`src/include/carrier_timer_pkg.sv`:
```
// Register map, field positions, reset values and modes of the carrier timer
package carrier_timer_pkg;
	localparam logic [11:0] MODE_OFF = 12'h000;
	localparam logic [11:0] PERIOD_OFF = 12'h004;
	localparam logic [11:0] DUTY_OFF = 12'h008;
	localparam logic [11:0] CARRIER_OFF = 12'h00c;
	localparam logic [11:0] STATUS_OFF = 12'h010;
	localparam int RUN_BIT = 7;
	localparam int CKS_LO = 4;
	localparam int CKS_HI = 6;
	localparam int MODE_LO = 2;
	localparam int MODE_HI = 3;
	localparam int LEVEL_BIT = 1;
	localparam int OUTEN_BIT = 0;
	localparam int REMOTE_BIT = 2;
	localparam int STAGED_BIT = 1;
	localparam int ACTIVE_BIT = 0;
	localparam logic [7:0] MODE_RST = 8'h00;
	localparam logic [7:0] PERIOD_RST = 8'h00;
	localparam logic [7:0] DUTY_RST = 8'h00;
	localparam logic [2:0] CARRIER_RST = 3'h0;
	localparam int DUTY_LOAD_CLKS = 3;
	localparam logic [1:0] MODE_INTERVAL = 2'h0;
	localparam logic [1:0] MODE_CARRIER = 2'h1;
	localparam logic [1:0] MODE_PWM = 2'h2;
	localparam logic [15:0] DIV_1 = 16'h0000;
	localparam logic [15:0] DIV_4 = 16'h0003;
	localparam logic [15:0] DIV_16 = 16'h000f;
	localparam logic [15:0] DIV_64 = 16'h003f;
	localparam logic [15:0] DIV_4096 = 16'h0fff;
	localparam logic [15:0] DIV_32768 = 16'h7fff;
endpackage : carrier_timer_pkg

```
`src/core/count_clock_divider.sv`:
```
// Count clock enable generator selectable by the clock select field
`timescale 1ns/1ps
module count_clock_divider (
	input wire logic mclk,
	input wire logic rst,
	input wire logic [2:0] sel,
	output logic tick
);
	import carrier_timer_pkg::*;
	logic [15:0] cnt_r;
	logic [15:0] limit;

	// Divide ratio per selection; low-speed sources share the main clock here
	always_comb begin
		case (sel)
			3'h0: limit = DIV_1;
			3'h1: limit = DIV_4;
			3'h2: limit = DIV_16;
			3'h3: limit = DIV_64;
			3'h4: limit = DIV_4096;
			3'h5: limit = DIV_64;
			3'h6: limit = DIV_32768;
			default: limit = DIV_1;
		endcase
	end

	// Free running prescaler, one-cycle tick at wrap
	always_ff @(posedge mclk or posedge rst) begin
		if (rst) begin
			cnt_r <= 16'h0000;
			tick <= 1'b0;
		end else if (cnt_r >= limit) begin
			cnt_r <= 16'h0000;
			tick <= 1'b1;
		end else begin
			cnt_r <= cnt_r + 16'h0001;
			tick <= 1'b0;
		end
	end
endmodule : count_clock_divider

```
`src/core/carrier_timer.sv`:
```
// Eight-bit compare timer with interval, PWM and carrier modes behind APB
`timescale 1ns/1ps
// Notes on behaviour
// - Counter skips the first count clock after run is set and starts advancing on the second.
// - Interval match clears counter, toggles output, pulses match interrupt.
// - Stopping interval mode returns interrupt and output to default.
// - PWM period match clears, interrupts, drives active, selects duty compare.
// - PWM duty match drives inactive, selects period, no clear, no interrupt.
// - PWM period is N+1 count clocks, duty M+1 over N+1.
// - Duty writes latch, apply at next old match after three count clocks.
// - PWM start skips first count clock, output inactive until period match.
// - Stopping PWM clears interrupt state and forces output inactive.
// - Carrier: period sets low width, duty sets high width.
// - Output from remote enable and gate: 00,10 low, 01 high, 11 carrier.
// - Gate is master/slave: staged bit read-write, active bit read-only.
// - Partner interrupt is synchronised into an internal transfer strobe.
// - Staged bit copies to active bit on second count clock after strobe.
// - The transfer strobe stays internal, never an interrupt source.
// - Interval between match interrupts is N+1 count clocks, outside carrier mode.
// - Carrier match inverts carrier, clears, interrupts, swaps compare.
module carrier_timer (
	input wire logic mclk,
	input wire logic rst,
	input wire logic psel,
	input wire logic penable,
	input wire logic pwrite,
	input wire logic [11:0] paddr,
	input wire logic [31:0] pwdata,
	output logic [31:0] prdata,
	output logic pready,
	output logic pslverr,
	input wire logic partner_counter_interrupt,
	output logic timer_output_pin,
	output logic match_interrupt
);
	import carrier_timer_pkg::*;

	logic [7:0] mode_r;
	logic [7:0] period_compare;
	logic [7:0] duty_compare;
	logic [7:0] duty_latch_r;
	logic duty_pend_r;
	logic [1:0] duty_age_r;
	logic remote_output_enable;
	logic staged_gate_bit;
	logic active_gate_bit;
	logic [7:0] count_r;
	logic skip_r;
	logic use_duty_r;
	logic out_r;
	logic carrier_r;
	logic tick;
	logic part_s1_r;
	logic part_s2_r;
	logic part_cc_r;
	logic strobe_r;
	logic [1:0] xfer_r;
	logic wr_en;
	logic rd_en;
	logic mapped;
	logic count_run_bit;
	logic [1:0] mode;
	logic [7:0] cmp_val;
	logic hit;

	assign count_run_bit = mode_r[RUN_BIT];
	assign mode = mode_r[MODE_HI:MODE_LO];
	assign wr_en = psel && penable && pwrite;
	assign rd_en = psel && !penable && !pwrite;
	assign mapped = (paddr == MODE_OFF) || (paddr == PERIOD_OFF) || (paddr == DUTY_OFF)
		|| (paddr == CARRIER_OFF) || (paddr == STATUS_OFF);

	// Count clock enable from the selected prescaler
	count_clock_divider u_div (
		.mclk(mclk),
		.rst(rst),
		.sel(mode_r[CKS_HI:CKS_LO]),
		.tick(tick)
	);

	// APB answers in the access cycle: pready high, error on unmapped address
	always_ff @(posedge mclk or posedge rst) begin
		if (rst) begin
			pready <= 1'b0;
			pslverr <= 1'b0;
		end else begin
			pready <= psel && !penable;
			pslverr <= psel && !penable && !mapped;
		end
	end

	// Read data captured in setup so it stands in the access phase
	always_ff @(posedge mclk or posedge rst) begin
		if (rst) begin
			prdata <= 32'h0000_0000;
		end else if (rd_en) begin
			case (paddr)
				MODE_OFF: prdata <= {24'h00_0000, mode_r};
				PERIOD_OFF: prdata <= {24'h00_0000, period_compare};
				DUTY_OFF: prdata <= {24'h00_0000, duty_pend_r ? duty_latch_r : duty_compare};
				CARRIER_OFF: prdata <= {29'h0000_0000, remote_output_enable,
					staged_gate_bit, active_gate_bit};
				STATUS_OFF: prdata <= {23'h00_0000, use_duty_r, count_r};
				default: prdata <= 32'h0000_0000;
			endcase
		end
	end

	// Mode and period compare registers
	always_ff @(posedge mclk or posedge rst) begin
		if (rst) begin
			mode_r <= MODE_RST;
			period_compare <= PERIOD_RST;
		end else if (wr_en && !pslverr) begin
			if (paddr == MODE_OFF)
				mode_r <= pwdata[7:0];
			if (paddr == PERIOD_OFF)
				period_compare <= pwdata[7:0];
		end
	end

	// Carrier control: staged gate and remote enable writable, active gate not
	always_ff @(posedge mclk or posedge rst) begin
		if (rst) begin
			remote_output_enable <= CARRIER_RST[REMOTE_BIT];
			staged_gate_bit <= CARRIER_RST[STAGED_BIT];
		end else if (wr_en && paddr == CARRIER_OFF) begin
			remote_output_enable <= pwdata[REMOTE_BIT];
			staged_gate_bit <= pwdata[STAGED_BIT];
		end
	end

	// Duty compare: loaded directly while stopped, latched while running
	always_ff @(posedge mclk or posedge rst) begin
		if (rst) begin
			duty_compare <= DUTY_RST;
			duty_latch_r <= DUTY_RST;
			duty_pend_r <= 1'b0;
			duty_age_r <= 2'h0;
		end else if (wr_en && paddr == DUTY_OFF) begin
			duty_latch_r <= pwdata[7:0];
			duty_age_r <= 2'h0;
			duty_pend_r <= count_run_bit;
			if (!count_run_bit)
				duty_compare <= pwdata[7:0];
		end else if (duty_pend_r && tick) begin
			if (hit && use_duty_r && duty_age_r >= 2'(DUTY_LOAD_CLKS - 1)) begin
				duty_compare <= duty_latch_r;
				duty_pend_r <= 1'b0;
			end else if (duty_age_r != 2'h3) begin
				duty_age_r <= duty_age_r + 2'h1;
			end
		end
	end

	// Compare target selection and match detect
	assign cmp_val = (use_duty_r && mode != MODE_INTERVAL) ? duty_compare : period_compare;
	assign hit = count_run_bit && !skip_r && (count_r == cmp_val);

	// Counter, compare select and start skip
	always_ff @(posedge mclk or posedge rst) begin
		if (rst) begin
			count_r <= 8'h00;
			skip_r <= 1'b1;
			use_duty_r <= 1'b0;
		end else if (!count_run_bit) begin
			count_r <= 8'h00;
			skip_r <= 1'b1;
			use_duty_r <= 1'b0;
		end else if (tick) begin
			skip_r <= 1'b0;
			if (skip_r) begin
				count_r <= 8'h00;
			end else if (hit) begin
				if (mode != MODE_INTERVAL)
					use_duty_r <= !use_duty_r;
				if (mode == MODE_PWM && use_duty_r)
					count_r <= count_r + 8'h01;
				else
					count_r <= 8'h00;
			end else begin
				count_r <= count_r + 8'h01;
			end
		end
	end

	// Match interrupt pulse; never raised on a PWM duty match
	always_ff @(posedge mclk or posedge rst) begin
		if (rst) begin
			match_interrupt <= 1'b0;
		end else if (!count_run_bit) begin
			match_interrupt <= 1'b0;
		end else begin
			match_interrupt <= tick && hit && !(mode == MODE_PWM && use_duty_r);
		end
	end

	// Square wave, PWM level and carrier clock
	always_ff @(posedge mclk or posedge rst) begin
		if (rst) begin
			out_r <= 1'b0;
			carrier_r <= 1'b0;
		end else if (!count_run_bit) begin
			out_r <= 1'b0;
			carrier_r <= 1'b0;
		end else if (tick && hit) begin
			if (mode == MODE_PWM)
				out_r <= !use_duty_r;
			else
				out_r <= !out_r;
			carrier_r <= !carrier_r;
		end
	end

	// Partner interrupt: two-stage synchroniser then count-clock strobe
	always_ff @(posedge mclk or posedge rst) begin
		if (rst) begin
			part_s1_r <= 1'b0;
			part_s2_r <= 1'b0;
		end else begin
			part_s1_r <= partner_counter_interrupt;
			part_s2_r <= part_s1_r;
		end
	end

	// Strobe is internal only; it feeds the gate transfer, no interrupt
	always_ff @(posedge mclk or posedge rst) begin
		if (rst) begin
			part_cc_r <= 1'b0;
			strobe_r <= 1'b0;
		end else if (tick) begin
			part_cc_r <= part_s2_r;
			strobe_r <= part_s2_r && !part_cc_r;
		end
	end

	// Transfer of staged gate into active gate two count clocks later
	always_ff @(posedge mclk or posedge rst) begin
		if (rst) begin
			xfer_r <= 2'h0;
			active_gate_bit <= CARRIER_RST[ACTIVE_BIT];
		end else if (tick) begin
			xfer_r <= {xfer_r[0], strobe_r};
			if (xfer_r[0])
				active_gate_bit <= staged_gate_bit;
		end
	end

	// Pin drive: carrier mode per gate and remote enable; else level bit when stopped or disabled, else out xor level bit
	always_ff @(posedge mclk or posedge rst) begin
		if (rst) begin
			timer_output_pin <= 1'b0;
		end else if (mode == MODE_CARRIER) begin
			if (!active_gate_bit)
				timer_output_pin <= 1'b0;
			else if (!remote_output_enable)
				timer_output_pin <= 1'b1;
			else
				timer_output_pin <= carrier_r;
		end else if (!mode_r[OUTEN_BIT]) begin
			timer_output_pin <= mode_r[LEVEL_BIT];
		end else begin
			timer_output_pin <= out_r ^ mode_r[LEVEL_BIT];
		end
	end
endmodule : carrier_timer

```
`config.mk`:
```
export PLATFORM = sky130hd
export DESIGN_NAME = carrier_timer
export DESIGN_NICKNAME = d
export VERILOG_FILES = /design/src/include/carrier_timer_pkg.sv /design/src/core/count_clock_divider.sv /design/src/core/carrier_timer.sv
export SDC_FILE = /design/constraint.sdc
export NUM_CORES = 1
export LEC_CHECK = 0
export ABC_AREA = 1
export ABC_CLOCK_PERIOD_IN_PS = 3300
export BUFFER_PORTS_ARGS = -buffer_cell sky130_fd_sc_hd__buf_4
export CAP_MARGIN = 5
export CORE_UTILIZATION = 40
export DETAILED_ROUTE_END_ITERATION = 12
export PLACE_DENSITY = 0.65
export SYNTH_ARGS = -nofsm -noshare
export SYNTH_HDL_FRONTEND = slang
export SYNTH_HIERARCHICAL = 1
export SYNTH_SLANG_ARGS = --single-unit
export TNS_END_PERCENT = 30
```
`constraint.sdc`:
```
create_clock -name mclk -period 3.3 [get_ports mclk]
set_clock_uncertainty 0.15 [all_clocks]
set_input_delay 0.165 -clock mclk [delete_from_list [all_inputs] [get_ports mclk]]
set_output_delay 0.165 -clock mclk [all_outputs]
set_load 0.01 [all_outputs]
```
### Word-level counts from Yosys, hierarchy flattened

Index checks and enable logic that the tools add are counted.

* flip-flop bits (word level): 108

* eq/ne operators: 21
* muxes and demuxes: 39
* add/sub/neg operators: 3
* bitwise gates (word level): 1
* order comparisons: 2
* reductions and logical operators: 45

Operators by type and width (number)
* $mux 8: 11
* $pmux 15 s5: 1
* $pmux 9 s5: 1
* $eq 12x4->1 const B: 2
* $mux 1: 21
* $logic_and 1x1->1: 18
* $add 16x1->16 const B: 1
* $ge 16x15->1: 1
* $mux 16: 1
* $eq 12x3->1 const B: 1
* $eq 12x5->1 const B: 1
* $logic_not 12->1: 1
* $logic_not 1->1: 10
* $eq 3x3->1 const B: 3
* $add 8x1->8 const B: 1
* $eq 8x8->1: 1
* $mux 2: 4
* $ne 2x1->1 const B: 4
* $ne 2x2->1 const B: 4
* $reduce_and 2->1: 4
* $reduce_bool 2->1: 4
* $eq 3x2->1 const B: 2
* $reduce_and 3->1: 2
* $logic_or 1x1->1: 4
* 8 further kinds: 8

### Depth between registers and ports, before layout

* word-level depth: 10
* mapped depth: 16

### By module

The synthesis kept the hierarchy.

Modules (own cells, without submodules)
* carrier_timer: instances 1, cells each 477, area each 3699.8 um^2, sequential area each 1702.9 um^2
* count_clock_divider: instances 1, cells each 170, area each 1287.5 um^2, sequential area each 425.4 um^2

### Worst setup path after synthesis

OpenSTA, ideal clock, no wires.

* kind: reg-to-reg
* from: reg mode_r[5]
* to: reg u_div.cnt_r[7]
* library setup time: 0.121 ns
* arrival time: 1.792 ns
* period minus slack after synthesis: 2.063 ns
* path slack: 1.237 ns
* required time: 3.029 ns
* stages on the path, launching flop included: 17
* cells stage by stage: dfrtp_1 -> a21boi_0 -> inv_1 -> nor2_1 -> nor2_1 -> o21a_1 -> ha_1 -> nand2_1 -> inv_1 -> nand2_1 -> nand2_1 -> nand2_1 -> nand2_1 -> nand2_1 -> nand2_2 -> buf_6 -> nor2_1

* cells in the longest elaborated chain, start to end: 5

Ends and longest elaborated chain
* start, declared: line carrier_timer.sv:38 `logic [7:0] mode_r;`
* start signal, assigned: line carrier_timer.sv:116 `mode_r <= pwdata[7:0];`
* $eq 3x2->1 or $eq 3x3->1 (tied branches): line count_clock_divider.sv:15 `case (sel)`
* $reduce_or 2->1 (no line)
* $pmux 15 s5 (*): line count_clock_divider.sv:15
* $ge 16x15->1 (*): line count_clock_divider.sv:32 `end else if (cnt_r >= limit) begin`
* $mux 16 (*): line count_clock_divider.sv:32
* end signal, assigned: line count_clock_divider.sv:36 `cnt_r <= cnt_r + 16'h0001;`
* end, declared: line count_clock_divider.sv:10 `logic [15:0] cnt_r;`

Every way passes the cells marked *; elsewhere a longest branch is shown, timed or not.
A chain may end at the register's enable or synchronous reset.

### Final worst setup path

* from: reg mode_r[2]
* to: reg count_r[2]

* cells in the longest elaborated chain, start to end: 9

Ends and longest elaborated chain
* $reduce_bool 2->1: line carrier_timer.sv:157 `assign cmp_val = (use_duty_r && mode != MODE_INTERVAL) ? duty_compare : period_compare;`
* $logic_and 1x1->1: line carrier_timer.sv:157
* $mux 8: line carrier_timer.sv:157
* $eq 8x8->1: line carrier_timer.sv:158 `assign hit = count_run_bit && !skip_r && (count_r == cmp_val);`
* $logic_and 1x1->1: line carrier_timer.sv:158
* $mux 8 (*): line carrier_timer.sv:174 `end else if (hit) begin`
* $mux 8 (*): line carrier_timer.sv:172 `if (skip_r) begin`
* $mux 8 (*): line carrier_timer.sv:170 `end else if (tick) begin`
* $mux 8 (*): line carrier_timer.sv:166 `end else if (!count_run_bit) begin`
* end signal, assigned: line carrier_timer.sv:178 `count_r <= count_r + 8'h01;`
* end signal, assigned: line carrier_timer.sv:182 `count_r <= count_r + 8'h01;`
* end, declared: line carrier_timer.sv:47 `logic [7:0] count_r;`

Every way passes the cells marked *; elsewhere a longest branch is shown, timed or not. The select of a mux whose other input is x is not followed.

==> metrics.yaml <==
status:
  outcome: "completed"
critical_path:
  cp_max_fo: 12
  cp.depth: 10
  rrSetupSlack_ns: 0.83
  cp_top_family: "simple AND/OR/NAND/NOR gates"
  slowest_stage: "o21ai_2"
  worstPathRequired_ns: 3.37
  worstReg2RegStart: "mode_r[2]"
  crit_top_cell: "nand2_1"
  slowest_delay_ns: 0.50
  path_class: "reg -> reg"
  cp.buffers_inverters: 0
  path_cells: "o21ai_2 -> nand2_1 -> o21ai_1 -> nand2_1 -> nand2_1 -> nand3_1 -> nor2_4 -> nand2_1 -> nand2_1 -> o21ai_0"
  start_kind: "register"
  r2r_cells: 10
  setup.worst_path.end_class: "register"
  reg2reg_to: "count_r[2]"
  arrival_ns: 2.54
synthesis:
  ys_seq_area_share_pct: 42.67
  yosys-top-cells-area: "dfrtp_1 (42%), nand2_1 (12%), inv_1 (6.0%)"
  syn_area_per_cell_um2: 7.708
  synth_warnings: 6
  syn_area_um2: 4987
  ys_seq_elements: 85
  yosysTopAreaCellShare_pct: 42.15
  synthDistinctLibCells: 42
  synthCells: 647
  yosysTopAreaCell: "dfrtp_1"
routing:
  wl_per_cell_um: 14.15
  drcViolationCount: 0
  first_iter_violations: 292
  viasPerCell: 4.945
  vias: 4307
  firstDrtPassIters: 5
  route.antenna.remaining_nets: 0
  drt_wl_total_mm: 12.32
timing:
  finalCriticalPeriod_ns: 2.473
  period_share_pct: 74.94
  setup_tns_ns: 0
  tightest_slew_ns: 1.124
  relSlewSlack_pct: 24.98
  finalSetupViolCount: 0
  fmax_ghz: 0.4044
  rsz0062_at_grt: "false"
  whs_ns: 0.008963
  report.final.slew_viol_count: 0
  hold_viol_final: 0
global_routing:
  antenna_found_initial: 0
  overflow: 0
  track_usage_pct: 20.93
  grt_pass1_vias: 4192
  grt_pass1_wl_mm: 20.67
  grt_max_degree: 54
pwr:
  vdd_drop_max_v: 0.0002008
  power.leakage_nw: 2.748
  powerDensity_nw_per_um2: 396.7
cts:
  cts_tree: "built"
  cts_setup_buffers: 0
  cts_sinks: 85
  htreeDepth: 3
  cts_inserted_buffers: 9
  clk_pin_slew_ns: 0.06
  cts-root-buf: "clkbuf_16"
  cts_buffer_depth: 2
  clock_latency_ns: 0.35
hold_path:
  hold_depth: 3
  hold_start: "pwdata[2]"
  hp-class: "in -> reg"
  worstHoldEndpoint: "mode_r[2]"
final_layout:
  fillers: 1208
  layout_common_cells: "nand2_1 (162), dfrtp_1 (84), inv_1 (79)"
  finish.net_count: 767
  area_delta_synth_final_pct: 15.30
  n_antenna_cell: 0
  multiInputGateArea_um2: 2404
  ff_latch_area_um2: 2128
  drive_gt1_share_pct: 11.10
  final_common_cell: "nand2_1"
floorplanning:
  initial_core_util_pct: 41.35
  dieArea_um2: 12920
  rows: 40
  core_um2: 12060
  die_w_um: 113.7
  fp.dieH_um: 113.7
  ios: 86
placement:
  dp_hpwl_mm: 9.221
  io_buffers: 38
  gp_congestion: 0.9450
flow_run:
  drv_cap: 0
==> where the power goes <==
group / internal [mW] / leakage (nW) / total (mW) / switching, mW
logic: 0.0745 / 1.46 / 0.180 / 0.105
registers: 1.07 / 1.15 / 1.09 / 0.0177
clock network: 0.605 / 0.143 / 1.02 / 0.411
==> how the worst max path moves through the flow <==
stage          slack (ns)             end       from
2_1_floorplan        1.24  u_div/cnt_r[7]  mode_r[5]
3_3_place_gp         0.89      count_r[6]  mode_r[2]
3_5_place_dp         0.86      count_r[6]  mode_r[2]
4_1_cts              0.84      count_r[2]  mode_r[2]
5_1_grt              0.61      count_r[2]  mode_r[2]
6_report             0.83      count_r[2]  mode_r[2]
==> worst register-to-register path: stages (launching register included) <==
cell and delay (ns):
dfrtp_1 0.48, o21ai_2 0.50, nand2_1 0.14, o21ai_1 0.12, nand2_1 0.07, nand2_1 0.08
nand3_1 0.13, nor2_4 0.23, nand2_1 0.14, nand2_1 0.19, o21ai_0 0.12
==> final cells by class <==
class / count / area share, %
multi-input cells: 469 / 41.80
repair buffers: 50 / 7.006
well taps: 168 / 3.655
flip-flops and latches: 85 / 37.01
clock inverters: 4 / 0.8268
inverters: 83 / 5.418
clock buffers: 12 / 4.286
==> metal layers <==
layer	part of all wire [%]	global-route usage [%]	vias to the layer above
li1	-	-	2150
met1	46	27.52	1995
met2	46	33.66	145
met3	4.8	3.985	17
met4	2.3	9.211	0
met5	0	0	-
==> repair_timing <==
action | in CTS | in global routing
hold buffers | 11 | 0
endpoints found under the hold margin | 32 | 0
gates resized for setup | 0 | 0
endpoints found under the setup margin | 0 | 0
==> synth_stat cells, drive strengths merged <==
cell,n
xor2,14
conb,1
dfstp,1
a21boi,1
a21oi,19
nand2,168
mux2i,3
clkbuf,3
nand4,10
a31oi,1
o22a,1
o31ai,1
nor3b,2
nand3,46
buf,29
o21ai,59
and3,1
xnor2,2
inv,83
o2111ai,1
dfrtp,84
and3b,1
o22ai,9
o211ai,2
ha,19
nor2,71
o21a,1
o21bai,1
nor3,13
==> per-stage QoR <==
step	std cells	total power [mW]	area, µm²	utilization, %	setup slack [ns]
2_1_floorplan	669	1.232	5070	-	1.237
3_3_place_gp	844	1.267	5346	44.33	0.8946
3_5_place_dp	844	1.279	5346	44.33	0.8597
4_1_cts	871	2.306	5751	47.68	0.8354
5_1_grt	871	2.381	5751	47.68	0.6082
6_report	871	2.281	5751	47.68	0.8271
==> sequential cells by signal, summed over array words and instances (netlist names), 2 cells and up <==
signal	cells
u_div/cnt_r	16
prdata	9
count_r	8
duty_compare	8
duty_latch_r	8
mode_r	8
period_compare	8
duty_age_r	2
==> logic make-up after synthesis <==
kind of cell               synth area share, %
and+or+nand+nor                          27.87
DFF                                      42.67
muxes                                   0.6021
buffers and inverters                    10.79
adders and majority gates                4.767
xor gates and xnor gates                 2.810
AOI/OAI and AO/OA                        10.41
other                                  0.07519
Power figures use the tool's default switching activity.
